`src/pkg/bpg_regs.svh`:
```
`ifndef BPG_REGS_SVH
`define BPG_REGS_SVH
// register indices; byte address is four times the index
`define BPG_IDX_CONTROL       8'h50
`define BPG_IDX_PATTERN_CFG   8'h52
`define BPG_IDX_SEED_LOW      8'h54
`define BPG_IDX_SEED_HIGH     8'h56
`define BPG_IDX_ERR_INSERT    8'h58
`define BPG_IDX_STATUS        8'h5C
`define BPG_IDX_STATUS_LATCH  8'h5E
`define BPG_IDX_IRQ_ENABLE    8'h60
`define BPG_IDX_ERRCNT_LOW    8'h64
`define BPG_IDX_ERRCNT_HIGH   8'h66
`define BPG_IDX_BITCNT_LOW    8'h68
`define BPG_IDX_BITCNT_HIGH   8'h6A
// control bits
`define BPG_CR_SRC_SEL        7
`define BPG_CR_LOCAL_REQ      6
`define BPG_CR_RX_LOAD        5
`define BPG_CR_RX_INVERT      4
`define BPG_CR_MANUAL_RESYNC  3
`define BPG_CR_AUTO_DISABLE   2
`define BPG_CR_TX_LOAD        1
`define BPG_CR_TX_INVERT      0
// pattern config fields
`define BPG_PC_TAP_HI         12
`define BPG_PC_TAP_LO         8
`define BPG_PC_QR_ENABLE      6
`define BPG_PC_TYPE           5
`define BPG_PC_LEN_HI         4
`define BPG_PC_LEN_LO         0
// status and latched status bits
`define BPG_SR_DONE           3
`define BPG_SR_ERR_NONZERO    1
`define BPG_SR_OOS            0
`define BPG_SL_BIT_ERROR      2
`define BPG_SL_ERR_NONZERO    1
`define BPG_SL_OOS_CHANGE     0
// fixed quasi-random pattern: stage 20 and tap 17, zero run of 14
`define BPG_QR_LEN_IDX        5'h13
`define BPG_QR_TAP_IDX        5'h10
`define BPG_QR_ZERO_RUN       14
// register reset value and checker constants
`define BPG_REG_RESET         16'h0000
`define BPG_SYNC_MATCHES      6'h20
`define BPG_WINDOW_LAST       6'h3F
`define BPG_RESYNC_ERRORS     3'h6
`endif

```
`src/pkg/bpg_pkg.sv`:
```
`default_nettype none
package bpg_pkg;
  typedef struct packed {
    logic        quasi_random_fixed_enable;
    logic        pattern_type_select;
    logic [4:0]  tap_stage_select;
    logic [4:0]  length_stage_select;
    logic [31:0] seed_pattern_value;
  } bpg_pat_cfg_t;

  typedef struct packed {
    logic [31:0] state;
    logic        bit_out;
  } bpg_gen_step_t;

  typedef enum logic {BPG_HUNT, BPG_SYNC} bpg_chk_state_t;
endpackage
`default_nettype wire

```
`src/verilog/bpg_bert.sv`:
```
// Register access over APB was decided locally.
`default_nettype none
`include "bpg_regs.svh"
module bpg_bert
  import bpg_pkg::*;
#(
  parameter int ADDR_W = 12
) (
  input  wire logic              mclk_in,
  input  wire logic              rst_n_in,
  input  wire logic              psel_in,
  input  wire logic              penable_in,
  input  wire logic              pwrite_in,
  input  wire logic [ADDR_W-1:0] paddr_in,
  input  wire logic [31:0]       pwdata_in,
  output logic [31:0]            prdata_out,
  output logic                   pready_out,
  output logic                   pslverr_out,
  input  wire logic              external_snapshot_request_in,
  input  wire logic              tx_line_clock_in,
  input  wire logic              rx_line_clock_in,
  input  wire logic              rx_data_in,
  output logic                   tx_data_out,
  output logic                   out_of_sync_out
);

  // the highest index needs nine byte address bits; the check asks for at least ten
  if (ADDR_W < 10) begin : g_addr_w_check
    $error("bpg_bert: ADDR_W must reach index 6Ah");
  end

  ////////////////////////////////////////////////////////////////////////////
  // helpers

  function automatic logic addr_hit(input logic [ADDR_W-1:0] a, input logic [7:0] idx);
    addr_hit = (a[1:0] == 2'h0) && (a[ADDR_W-1:2] == (ADDR_W-2)'(idx));
  endfunction

  // one generator step; stage index equals field, i.e. stage number minus one
  function automatic bpg_gen_step_t gen_step(input bpg_pat_cfg_t c, input logic [31:0] g);
    logic [4:0] n;
    logic [4:0] y;
    logic       use_tap;
    n = c.quasi_random_fixed_enable ? `BPG_QR_LEN_IDX : c.length_stage_select;
    y = c.quasi_random_fixed_enable ? `BPG_QR_TAP_IDX : c.tap_stage_select;
    use_tap = c.quasi_random_fixed_enable | ~c.pattern_type_select;
    gen_step.state   = {g[30:0], g[n] ^ (use_tap & g[y])};
    gen_step.bit_out = g[n] | (c.quasi_random_fixed_enable &
                       (g[`BPG_QR_LEN_IDX -: `BPG_QR_ZERO_RUN] == '0));
  endfunction

  ////////////////////////////////////////////////////////////////////////////
  // pin synchronisers

  logic [2:0] tx_clk_s;
  logic [2:0] rx_clk_s;
  logic [1:0] rx_dat_s;
  logic [1:0] ext_req_s;
  always_ff @(posedge mclk_in) begin
    if (!rst_n_in) begin
      tx_clk_s  <= '0;
      rx_clk_s  <= '0;
      rx_dat_s  <= '0;
      ext_req_s <= '0;
    end else begin
      tx_clk_s  <= {tx_clk_s[1:0], tx_line_clock_in};
      rx_clk_s  <= {rx_clk_s[1:0], rx_line_clock_in};
      rx_dat_s  <= {rx_dat_s[0], rx_data_in};
      ext_req_s <= {ext_req_s[0], external_snapshot_request_in};
    end
  end
  // line clocks must stay below half of mclk; rising edges become ticks
  logic tx_tick;
  logic rx_tick;
  assign tx_tick = tx_clk_s[1] & ~tx_clk_s[2];
  assign rx_tick = rx_clk_s[1] & ~rx_clk_s[2];

  ////////////////////////////////////////////////////////////////////////////
  // apb slave and registers

  logic [15:0] ctrl;
  logic [15:0] pcfg;
  logic [15:0] seed_lo;
  logic [15:0] seed_hi;
  logic [15:0] err_ins;
  logic [15:0] irq_en;
  logic [2:0]  stat_latch;
  logic [31:0] err_snap;
  logic [31:0] bit_snap;
  logic        snap_done;
  logic        active_req;
  logic        chk_sync;
  logic        wr_en;
  logic [31:0] next_rdata;
  logic        next_err;

  assign wr_en = psel_in & penable_in & pwrite_in & pready_out;

  always_comb begin
    next_rdata = '0;
    next_err   = 1'b0;
    if      (addr_hit(paddr_in, `BPG_IDX_CONTROL))      next_rdata[15:0] = ctrl;
    else if (addr_hit(paddr_in, `BPG_IDX_PATTERN_CFG))  next_rdata[15:0] = pcfg;
    else if (addr_hit(paddr_in, `BPG_IDX_SEED_LOW))     next_rdata[15:0] = seed_lo;
    else if (addr_hit(paddr_in, `BPG_IDX_SEED_HIGH))    next_rdata[15:0] = seed_hi;
    else if (addr_hit(paddr_in, `BPG_IDX_ERR_INSERT))   next_rdata[15:0] = err_ins;
    else if (addr_hit(paddr_in, `BPG_IDX_STATUS)) begin
      // done is masked by the live request so a fallen request reads clear
      next_rdata[`BPG_SR_DONE]        = snap_done & active_req;
      next_rdata[`BPG_SR_ERR_NONZERO] = (err_snap != '0);
      next_rdata[`BPG_SR_OOS]         = ~chk_sync;
    end
    else if (addr_hit(paddr_in, `BPG_IDX_STATUS_LATCH)) next_rdata[2:0]  = stat_latch;
    else if (addr_hit(paddr_in, `BPG_IDX_IRQ_ENABLE))   next_rdata[15:0] = irq_en;
    else if (addr_hit(paddr_in, `BPG_IDX_ERRCNT_LOW))   next_rdata[15:0] = err_snap[15:0];
    else if (addr_hit(paddr_in, `BPG_IDX_ERRCNT_HIGH))  next_rdata[15:0] = err_snap[31:16];
    else if (addr_hit(paddr_in, `BPG_IDX_BITCNT_LOW))   next_rdata[15:0] = bit_snap[15:0];
    else if (addr_hit(paddr_in, `BPG_IDX_BITCNT_HIGH))  next_rdata[15:0] = bit_snap[31:16];
    else next_err = 1'b1;
  end

  // answer is prepared in the setup cycle, so every access takes one cycle
  always_ff @(posedge mclk_in) begin
    if (!rst_n_in) begin
      pready_out  <= 1'b0;
      pslverr_out <= 1'b0;
      prdata_out  <= '0;
    end else begin
      pready_out  <= psel_in & ~penable_in;
      pslverr_out <= psel_in & ~penable_in & next_err;
      prdata_out  <= (psel_in & ~penable_in & ~pwrite_in) ? next_rdata : '0;
    end
  end

  always_ff @(posedge mclk_in) begin
    if (!rst_n_in) begin
      ctrl    <= `BPG_REG_RESET;
      pcfg    <= `BPG_REG_RESET;
      seed_lo <= `BPG_REG_RESET;
      seed_hi <= `BPG_REG_RESET;
      err_ins <= `BPG_REG_RESET;
      irq_en  <= `BPG_REG_RESET;
    end else if (wr_en && !pslverr_out) begin
      if (addr_hit(paddr_in, `BPG_IDX_CONTROL))     ctrl    <= pwdata_in[15:0];
      if (addr_hit(paddr_in, `BPG_IDX_PATTERN_CFG)) pcfg    <= pwdata_in[15:0];
      if (addr_hit(paddr_in, `BPG_IDX_SEED_LOW))    seed_lo <= pwdata_in[15:0];
      if (addr_hit(paddr_in, `BPG_IDX_SEED_HIGH))   seed_hi <= pwdata_in[15:0];
      if (addr_hit(paddr_in, `BPG_IDX_ERR_INSERT))  err_ins <= pwdata_in[15:0];
      if (addr_hit(paddr_in, `BPG_IDX_IRQ_ENABLE))  irq_en  <= pwdata_in[15:0];
    end
  end

  bpg_pat_cfg_t prog_cfg;
  assign prog_cfg = '{quasi_random_fixed_enable: pcfg[`BPG_PC_QR_ENABLE],
                      pattern_type_select: pcfg[`BPG_PC_TYPE],
                      tap_stage_select:    pcfg[`BPG_PC_TAP_HI:`BPG_PC_TAP_LO],
                      length_stage_select: pcfg[`BPG_PC_LEN_HI:`BPG_PC_LEN_LO],
                      seed_pattern_value:  {seed_hi, seed_lo}};

  // control edges; a bit must fall before it can fire again
  logic [7:0] ctrl_q;
  always_ff @(posedge mclk_in) begin
    if (!rst_n_in) ctrl_q <= '0;
    else           ctrl_q <= ctrl[7:0];
  end
  logic rx_load_rise;
  logic tx_load_rise;
  logic resync_rise;
  assign rx_load_rise = ctrl[`BPG_CR_RX_LOAD] & ~ctrl_q[`BPG_CR_RX_LOAD];
  assign tx_load_rise = ctrl[`BPG_CR_TX_LOAD] & ~ctrl_q[`BPG_CR_TX_LOAD];
  assign resync_rise  = ctrl[`BPG_CR_MANUAL_RESYNC] & ~ctrl_q[`BPG_CR_MANUAL_RESYNC];

  ////////////////////////////////////////////////////////////////////////////
  // transmit generator

  bpg_pat_cfg_t  tx_cfg;
  logic [31:0]   tx_gen;
  bpg_gen_step_t tx_step;
  assign tx_step = gen_step(tx_cfg, tx_gen);

  always_ff @(posedge mclk_in) begin
    if (!rst_n_in) begin
      tx_cfg      <= '0;
      tx_gen      <= '0;
      tx_data_out <= 1'b0;
    end else if (tx_load_rise) begin
      tx_cfg <= prog_cfg;
      tx_gen <= prog_cfg.seed_pattern_value;
    end else if (tx_tick) begin
      tx_gen      <= tx_step.state;
      tx_data_out <= tx_step.bit_out ^ ctrl[`BPG_CR_TX_INVERT];
    end
  end

  ////////////////////////////////////////////////////////////////////////////
  // receive generator and checker

  bpg_pat_cfg_t   rx_cfg;
  logic [31:0]    rx_gen;
  bpg_gen_step_t  rx_step;
  bpg_chk_state_t chk_state;
  logic [5:0]     match_cnt;
  logic [5:0]     win_pos;
  logic [2:0]     win_errs;
  logic           rx_bit;
  logic           mismatch;
  logic           err_burst;
  assign rx_step   = gen_step(rx_cfg, rx_gen);
  assign rx_bit    = rx_dat_s[1] ^ ctrl[`BPG_CR_RX_INVERT];
  // the register holds bit history, so the prediction is the feedback bit in hunt and
  // sync alike; forced ones of the fixed pattern are not predicted and count as errors
  assign mismatch  = rx_bit ^ rx_step.state[0];
  assign chk_sync  = (chk_state == BPG_SYNC);
  assign err_burst = rx_tick & chk_sync & mismatch & (win_errs == `BPG_RESYNC_ERRORS - 3'h1);

  always_ff @(posedge mclk_in) begin
    if (!rst_n_in) begin
      rx_cfg    <= '0;
      rx_gen    <= '0;
      chk_state <= BPG_HUNT;
      match_cnt <= '0;
      win_pos   <= '0;
      win_errs  <= '0;
    end else if (rx_load_rise || resync_rise) begin
      if (rx_load_rise) begin
        rx_cfg <= prog_cfg;
        rx_gen <= prog_cfg.seed_pattern_value;
      end
      chk_state <= BPG_HUNT;
      match_cnt <= '0;
    end else if (rx_tick) begin
      case (chk_state)
        BPG_HUNT: begin
          // self-seeding: received bits fill the generator until it predicts them
          rx_gen    <= {rx_gen[30:0], rx_bit};
          match_cnt <= mismatch ? 6'h0 : match_cnt + 6'h1;
          win_pos   <= '0;
          win_errs  <= '0;
          if (!mismatch && match_cnt == `BPG_SYNC_MATCHES - 6'h1) chk_state <= BPG_SYNC;
        end
        BPG_SYNC: begin
          rx_gen  <= rx_step.state;
          win_pos <= win_pos + 6'h1;
          if (win_pos == `BPG_WINDOW_LAST) win_errs <= '0;
          else if (mismatch && win_errs != `BPG_RESYNC_ERRORS) win_errs <= win_errs + 3'h1;
          if (err_burst && !ctrl[`BPG_CR_AUTO_DISABLE]) begin
            chk_state <= BPG_HUNT;
            match_cnt <= '0;
          end
        end
        default: chk_state <= BPG_HUNT;
      endcase
    end
  end

  always_ff @(posedge mclk_in) begin
    if (!rst_n_in) out_of_sync_out <= 1'b1;
    else           out_of_sync_out <= ~chk_sync;
  end

  ////////////////////////////////////////////////////////////////////////////
  // counters and snapshot

  logic        active_req_q;
  logic        snap_fire;
  logic        bit_inc;
  logic        err_inc;
  logic [31:0] bit_run;
  logic [31:0] err_run;
  logic        sync_q;
  // switching source with a request high looks like an edge and snapshots
  assign active_req = ctrl[`BPG_CR_SRC_SEL] ? ext_req_s[1] : ctrl[`BPG_CR_LOCAL_REQ];
  assign snap_fire  = active_req & ~active_req_q;
  assign bit_inc    = rx_tick & chk_sync;
  assign err_inc    = bit_inc & mismatch;

  always_ff @(posedge mclk_in) begin
    if (!rst_n_in) begin
      active_req_q <= 1'b0;
      bit_run      <= '0;
      err_run      <= '0;
      bit_snap     <= '0;
      err_snap     <= '0;
    end else begin
      active_req_q <= active_req;
      if (snap_fire) begin
        bit_snap <= bit_run;
        err_snap <= err_run;
        bit_run  <= {31'h0, bit_inc};
        err_run  <= {31'h0, err_inc};
      end else begin
        if (bit_inc) bit_run <= bit_run + 32'h1;
        if (err_inc) err_run <= err_run + 32'h1;
      end
    end
  end

  always_ff @(posedge mclk_in) begin
    if (!rst_n_in)        snap_done <= 1'b0;
    else if (!active_req) snap_done <= 1'b0;
    else if (snap_fire)   snap_done <= 1'b1;
  end

  // latched status: hardware set wins over a same-cycle write-one clear
  logic [2:0] lat_set;
  logic [2:0] lat_clr;
  always_ff @(posedge mclk_in) begin
    if (!rst_n_in) sync_q <= 1'b0;
    else           sync_q <= chk_sync;
  end
  assign lat_set[`BPG_SL_BIT_ERROR]   = err_inc;
  assign lat_set[`BPG_SL_ERR_NONZERO] = err_inc & (snap_fire | err_run == '0);
  assign lat_set[`BPG_SL_OOS_CHANGE]  = chk_sync ^ sync_q;
  assign lat_clr = (wr_en && addr_hit(paddr_in, `BPG_IDX_STATUS_LATCH)) ? pwdata_in[2:0] : 3'h0;
  always_ff @(posedge mclk_in) begin
    if (!rst_n_in) stat_latch <= '0;
    else           stat_latch <= (stat_latch & ~lat_clr) | lat_set;
  end

  ////////////////////////////////////////////////////////////////////////////
  // checks

  property p_snap_copy;
    @(posedge mclk_in) disable iff (!rst_n_in)
      snap_fire |=> (bit_snap == $past(bit_run)) && (err_snap == $past(err_run));
  endproperty
  a_snap_copy: assert property (p_snap_copy) else $error("snapshot copy wrong");

  property p_restart_one;
    @(posedge mclk_in) disable iff (!rst_n_in)
      (snap_fire && err_inc) |=> (err_run == 32'h1) && stat_latch[`BPG_SL_ERR_NONZERO];
  endproperty
  a_restart_one: assert property (p_restart_one) else $error("counter not restarted at one");

  property p_done_clear;
    @(posedge mclk_in) disable iff (!rst_n_in)
      !active_req |=> !snap_done;
  endproperty
  a_done_clear: assert property (p_done_clear) else $error("done flag stuck");

  property p_rx_load;
    @(posedge mclk_in) disable iff (!rst_n_in)
      rx_load_rise |=> (rx_cfg == $past(prog_cfg)) && !chk_sync;
  endproperty
  a_rx_load: assert property (p_rx_load) else $error("rx load failed");

  property p_tx_load;
    @(posedge mclk_in) disable iff (!rst_n_in)
      tx_load_rise |=> tx_gen == $past(prog_cfg.seed_pattern_value);
  endproperty
  a_tx_load: assert property (p_tx_load) else $error("tx load failed");

  property p_manual_resync;
    @(posedge mclk_in) disable iff (!rst_n_in)
      resync_rise |=> !chk_sync ##1 (match_cnt <= 6'h1);
  endproperty
  a_manual_resync: assert property (p_manual_resync) else $error("manual resync ignored");

  property p_auto_resync;
    @(posedge mclk_in) disable iff (!rst_n_in)
      (err_burst && !ctrl[`BPG_CR_AUTO_DISABLE] && !rx_load_rise && !resync_rise)
        |=> !chk_sync;
  endproperty
  a_auto_resync: assert property (p_auto_resync) else $error("no resync on errors");

  property p_hold_sync;
    @(posedge mclk_in) disable iff (!rst_n_in)
      (chk_sync && ctrl[`BPG_CR_AUTO_DISABLE] && !rx_load_rise && !resync_rise) |=> chk_sync;
  endproperty
  a_hold_sync: assert property (p_hold_sync) else $error("left sync while disabled");

  property p_tx_invert;
    @(posedge mclk_in) disable iff (!rst_n_in)
      (tx_tick && !tx_load_rise) |=>
        tx_data_out == ($past(tx_step.bit_out) ^ $past(ctrl[`BPG_CR_TX_INVERT]));
  endproperty
  a_tx_invert: assert property (p_tx_invert) else $error("tx inversion wrong");

  property p_count_sync;
    @(posedge mclk_in) disable iff (!rst_n_in)
      (!chk_sync && !snap_fire) |=> $stable(bit_run) && $stable(err_run);
  endproperty
  a_count_sync: assert property (p_count_sync) else $error("counted out of sync");

endmodule // bpg_bert
`default_nettype wire
```
`config.mk`:
```
export PLATFORM = sky130hd
export DESIGN_NAME = bpg_bert
export DESIGN_NICKNAME = d
export VERILOG_FILES = /design/src/pkg/bpg_pkg.sv /design/src/verilog/bpg_bert.sv
export VERILOG_INCLUDE_DIRS = /design/src /design/src/pkg
export SDC_FILE = /design/constraint.sdc
export NUM_CORES = 1
export LEC_CHECK = 0
export BUFFER_PORTS_ARGS = -buffer_cell sky130_fd_sc_hd__clkbuf_2
export CAP_MARGIN = 10
export CORE_MARGIN = 8
export CORE_UTILIZATION = 25
export DETAILED_ROUTE_END_ITERATION = 8
export SLEW_MARGIN = 25
export SYNTH_ARGS = -nofsm -noshare
export SYNTH_HDL_FRONTEND = slang
export SYNTH_SLANG_ARGS = --single-unit
export TNS_END_PERCENT = 20
```
`constraint.sdc`:
```
create_clock -name mclk_in -period 3.6 [get_ports mclk_in]
set_input_delay 0.18 -clock mclk_in [delete_from_list [all_inputs] [get_ports mclk_in]]
set_output_delay 0.18 -clock mclk_in [all_outputs]
set_load 0.03 [all_outputs]
```
==> reports/results.tsv <==
stage	metric	value	unit
floorplan	Cell Rows	94	
drt	drt first pass iters	5	
timing	final hold violation count	0	
clock_network	CTS clk-pin slew, worst paths	60	ps
synth	commonest cells in the netlist	nand2_1 (519), dfxtp_1 (367), a21oi_1 (245)	
synth	top-count cell post-synth	nand2_1	
clock_network	htree depth	2	
pwr	VDD IR max	0.409	mV
setup_path	CP Data Required Time	4110	ps
timing	measured slew at the worst slew-check pin	1020	ps
setup_path	R2R Setup Slk	130	ps
cells_and_area	nets	2184	
synth	Mapped Area	16600	sq um
placed_design	worst slack, placed	80.9	ps
setup_path	Reg2Reg Launch Point	rx_cfg[32]	
floorplan	Die W	273	microns
setup_path	crit-path max FO	17	
pwr	P_int	6.74	mW
timing	Tmin final	3470	ps
hold_path	Hold WC Path Type	in -> reg	
synth	Main synth FF type	dfxtp_1	
synth	leading area contributor after synthesis	dfxtp_1	
timing	Final Max Tran Viols	0	
setup_path	worst flop-to-flop path endpoint	err_run[25]	
clock_network	Skew-Pair Late Insertion Delay	580	ps
setup_path	slowest CP cell	or4_1	
setup_path	Critical Path End	err_run[25]	
placed_design	PortBufs	56	
clock_network	TritonCTS clock tree	done	
setup_path	endpoint class of the critical path	flop	
drt	post-DR vias/cell	5.05	
setup_path	delay-heaviest family, CP	simple AND/OR/NAND/NOR gates	
clock_network	root buf cell	clkbuf_16	
pwr	static leakage	6.65	nW
drt	wire length per cell	18.6	microns
floorplan	Die ar.	74700	sq um
setup_path	reg2reg path depth	12	
timing	setup slack after layout	128	ps
grt	initial antenna violation count	5	
drt	Remaining DRCs	0	
placed_design	RePlAce Congestion	0.910	
floorplan	Initial Util	25.2	%
timing	Clock Skew	33.5	ps
setup_path	Worst setup SP type	flop	
grt	gr busiest metal	met2	
drt	post-route ant nets	0	
grt	largest net degree at the start of global routing	141	
timing	crit share post-route	96.5	%
setup_path	CP cell instances	buf_4 -> nand2_1 -> o21ai_0 -> o311a_1 -> a211o_1 -> a211oi_2 -> buf_4 -> xnor3_2 -> or4_1 -> buf_6 -> or4_1 -> a21oi_2	
drt	DRC marker count from the first detailed-route iteration	1547	
pwr	Sequential Power Share	47.0	%
pwr	Tot Pwr	8.76	mW
synth	Post-synth EDFFs	0	
grt	GR Util met2	22.6	%
drt	WL final	56.1	mm
synth	Mapped Cells	2071	
timing	Rel. slew slack	32.0	%
synth	Syn Area/Cell	8.00	sq um
grt	first-pass GRT wire length	85.9	mm
setup_path	critical path type	reg -> reg	
synth	share of the synthesized area in the top cell type	44.4	%
grt	grt met1 use	19.9	%
drt	Vias	15300	
floorplan	Top Ports	89	
pwr	P_sw	2.02	mW
synth	Distinct cells, synth	75	
synth	post-synthesis sequential area ratio	44.4	%
timing	final setup vio count	0	
grt	GRT met3 Usage	2.79	%
grt	global route overflow	0	
setup_path	CP max stage delay	550	ps
timing	Fmax	0.288	GHz
synth	ys async rst share	0	%
setup_path	WP depth	12	
run_status	status	finished clean	
cells_and_area	final instance area	19500	sq um
floorplan	die height	273	microns
cells_and_area	Filler Cell Count	7038	
floorplan	Core Region	65600	sq um
synth	yosys warns	0	
run	maxcap violations	0	
grt	vias in the first global route	13900	
clock_network	clk sinks	367	
clock_network	Clock Path Buffers	3	
setup_path	CP startpoint	rx_cfg[32]	
pwr	clock network fraction of total power	49.3	%
pwr	combinational share of power	3.6	%
pwr	P per Cell Area	448	nW/um^2
setup_path	CP bufs+invs	3	
cells_and_area	Layout Area Growth over Synthesis	18.0	%
cells_and_area	share of cells above drive strength 1	10.8	%
pwr	switching share of power	23.0	%
clock_network	Num CTS Buffers	42	
placed_design	dpl cell area	17900	sq um
grt	GRT Total Usage	14.5	%
placed_design	Detailed Place HPWL	38.9	mm
synth	flop and latch count out of synthesis	367	
setup_path	WP data arrival	3980	ps
synth	ranking of synthesized cells by area	dfxtp_1 (44%), nand2_1 (12%), a21oi_1 (7.4%)	
timing	WHS	28.7	ps
## routing by layer
| layer | vias to the layer above | routed length [microns] |
|---|---|---|
| met5 | - | 23 |
| met3 | 104 | 4190 |
| met2 | 475 | 25300 |
| met4 | 4 | 1550 |
| li1 | 7387 | - |
| met1 | 7300 | 25000 |
## worst min path at each step
stage                     startpoint      endpoint  cells past startpoint
CTS                      paddr_in[2]   pslverr_out                      4
global route            pwdata_in[0]    err_ins[0]                      3
global placement    rx_line_clock_in   rx_clk_s[0]                      2
finish                      rst_n_in  ext_req_s[1]                      2
detailed placement  tx_line_clock_in   tx_clk_s[0]                      2
floorplan                 penable_in    pready_out                      1
## cell type report
cell class | instances | area, sq um | area share, %
clock inverter | 15 | 165 | 0.845
tap | 864 | 1080 | 5.53
sequential | 367 | 7350 | 37.6
antenna | 5 | 12.5 | 0.0640
clock buffer | 60 | 1210 | 6.19
inverter | 29 | 116 | 0.595
multi-input combinational | 1541 | 8580 | 43.9
timing repair buffer | 142 | 1030 | 5.28
## state kept, by name (all words and copies together), names as in the netlist, 6 cells and up
signal and flops:
rx_gen 32, match_cnt 6, irq_en 16, seed_lo 16, bit_run 32, tx_gen 32
ctrl 16, tx_cfg 12, pcfg 16, rx_cfg 12, prdata_out 16, bit_snap 32
err_snap 32, seed_hi 16, win_pos 6, err_run 32, err_ins 16
## layout by cell type, fill, tap and decap left out, types with 15 or more instances in the layout
cell and n:
nor4_1 21, nand2_1 517, dlygate4sd3_1 21, nor2b_1 16, nand3_1 48, o21ai_0 34, nor3_1 28, and2_1 15
inv_1 27, xor2_1 30, a211oi_1 36, nor2_1 156, buf_4 60, a22oi_1 34, a221oi_1 24, clkbuf_16 43
nand4_1 18, dfxtp_1 365, a21oi_1 244, conb_1 16, mux2i_1 43, and3_1 21, a311oi_1 32, clkbuf_2 56
## power by group through the flow
stage               registers (mW)  clock network (mW)  logic [mW]
global route                  4.12                4.58       0.347
finish                        4.12                4.32       0.319
detailed placement            4.21                   0       0.297
CTS                           4.12                4.41       0.318
global placement              4.21                   0       0.297
floorplan                     4.20                   0       0.201
## metrics by stage
| step | setup TNS, ps | std cells | utilization, % |
|---|---|---|---|
| 5_1_grt | -22.6 | 3018 | 29.8 |
| 4_1_cts | 0 | 3018 | 29.7 |
| 3_5_place_dp | 0 | 2922 | 27.3 |
| 3_3_place_gp | -2.63 | 2922 | 27.3 |
| 2_1_floorplan | 0 | 2086 | - |
| 6_report | 0 | 3023 | 29.8 |
## cells by family (layout without fill, tap and decap cells)
group / count (synthesis) / after routing / synth area share [%]
buffers and inverters: 178 / 246 / 4.59
AO/OA/AOI/OAI: 502 / 502 / 19.3
other: 1 / 21 / 0.0226
adder cells (fa/ha/maj): 8 / 8 / 0.604
AND/OR/NAND/NOR: 908 / 908 / 24.0
flip-flops: 367 / 367 / 44.4
XOR/XNOR: 43 / 43 / 2.36
multiplexers: 64 / 64 / 4.84
## repair_timing
item	in CTS	in global routing
setup buffers	0	0
setup endpoints to repair	0	14
gates resized for setup	0	8
hold buffers	21	0
endpoints found under the hold margin	93	0
Power figures use the tool's default switching activity.
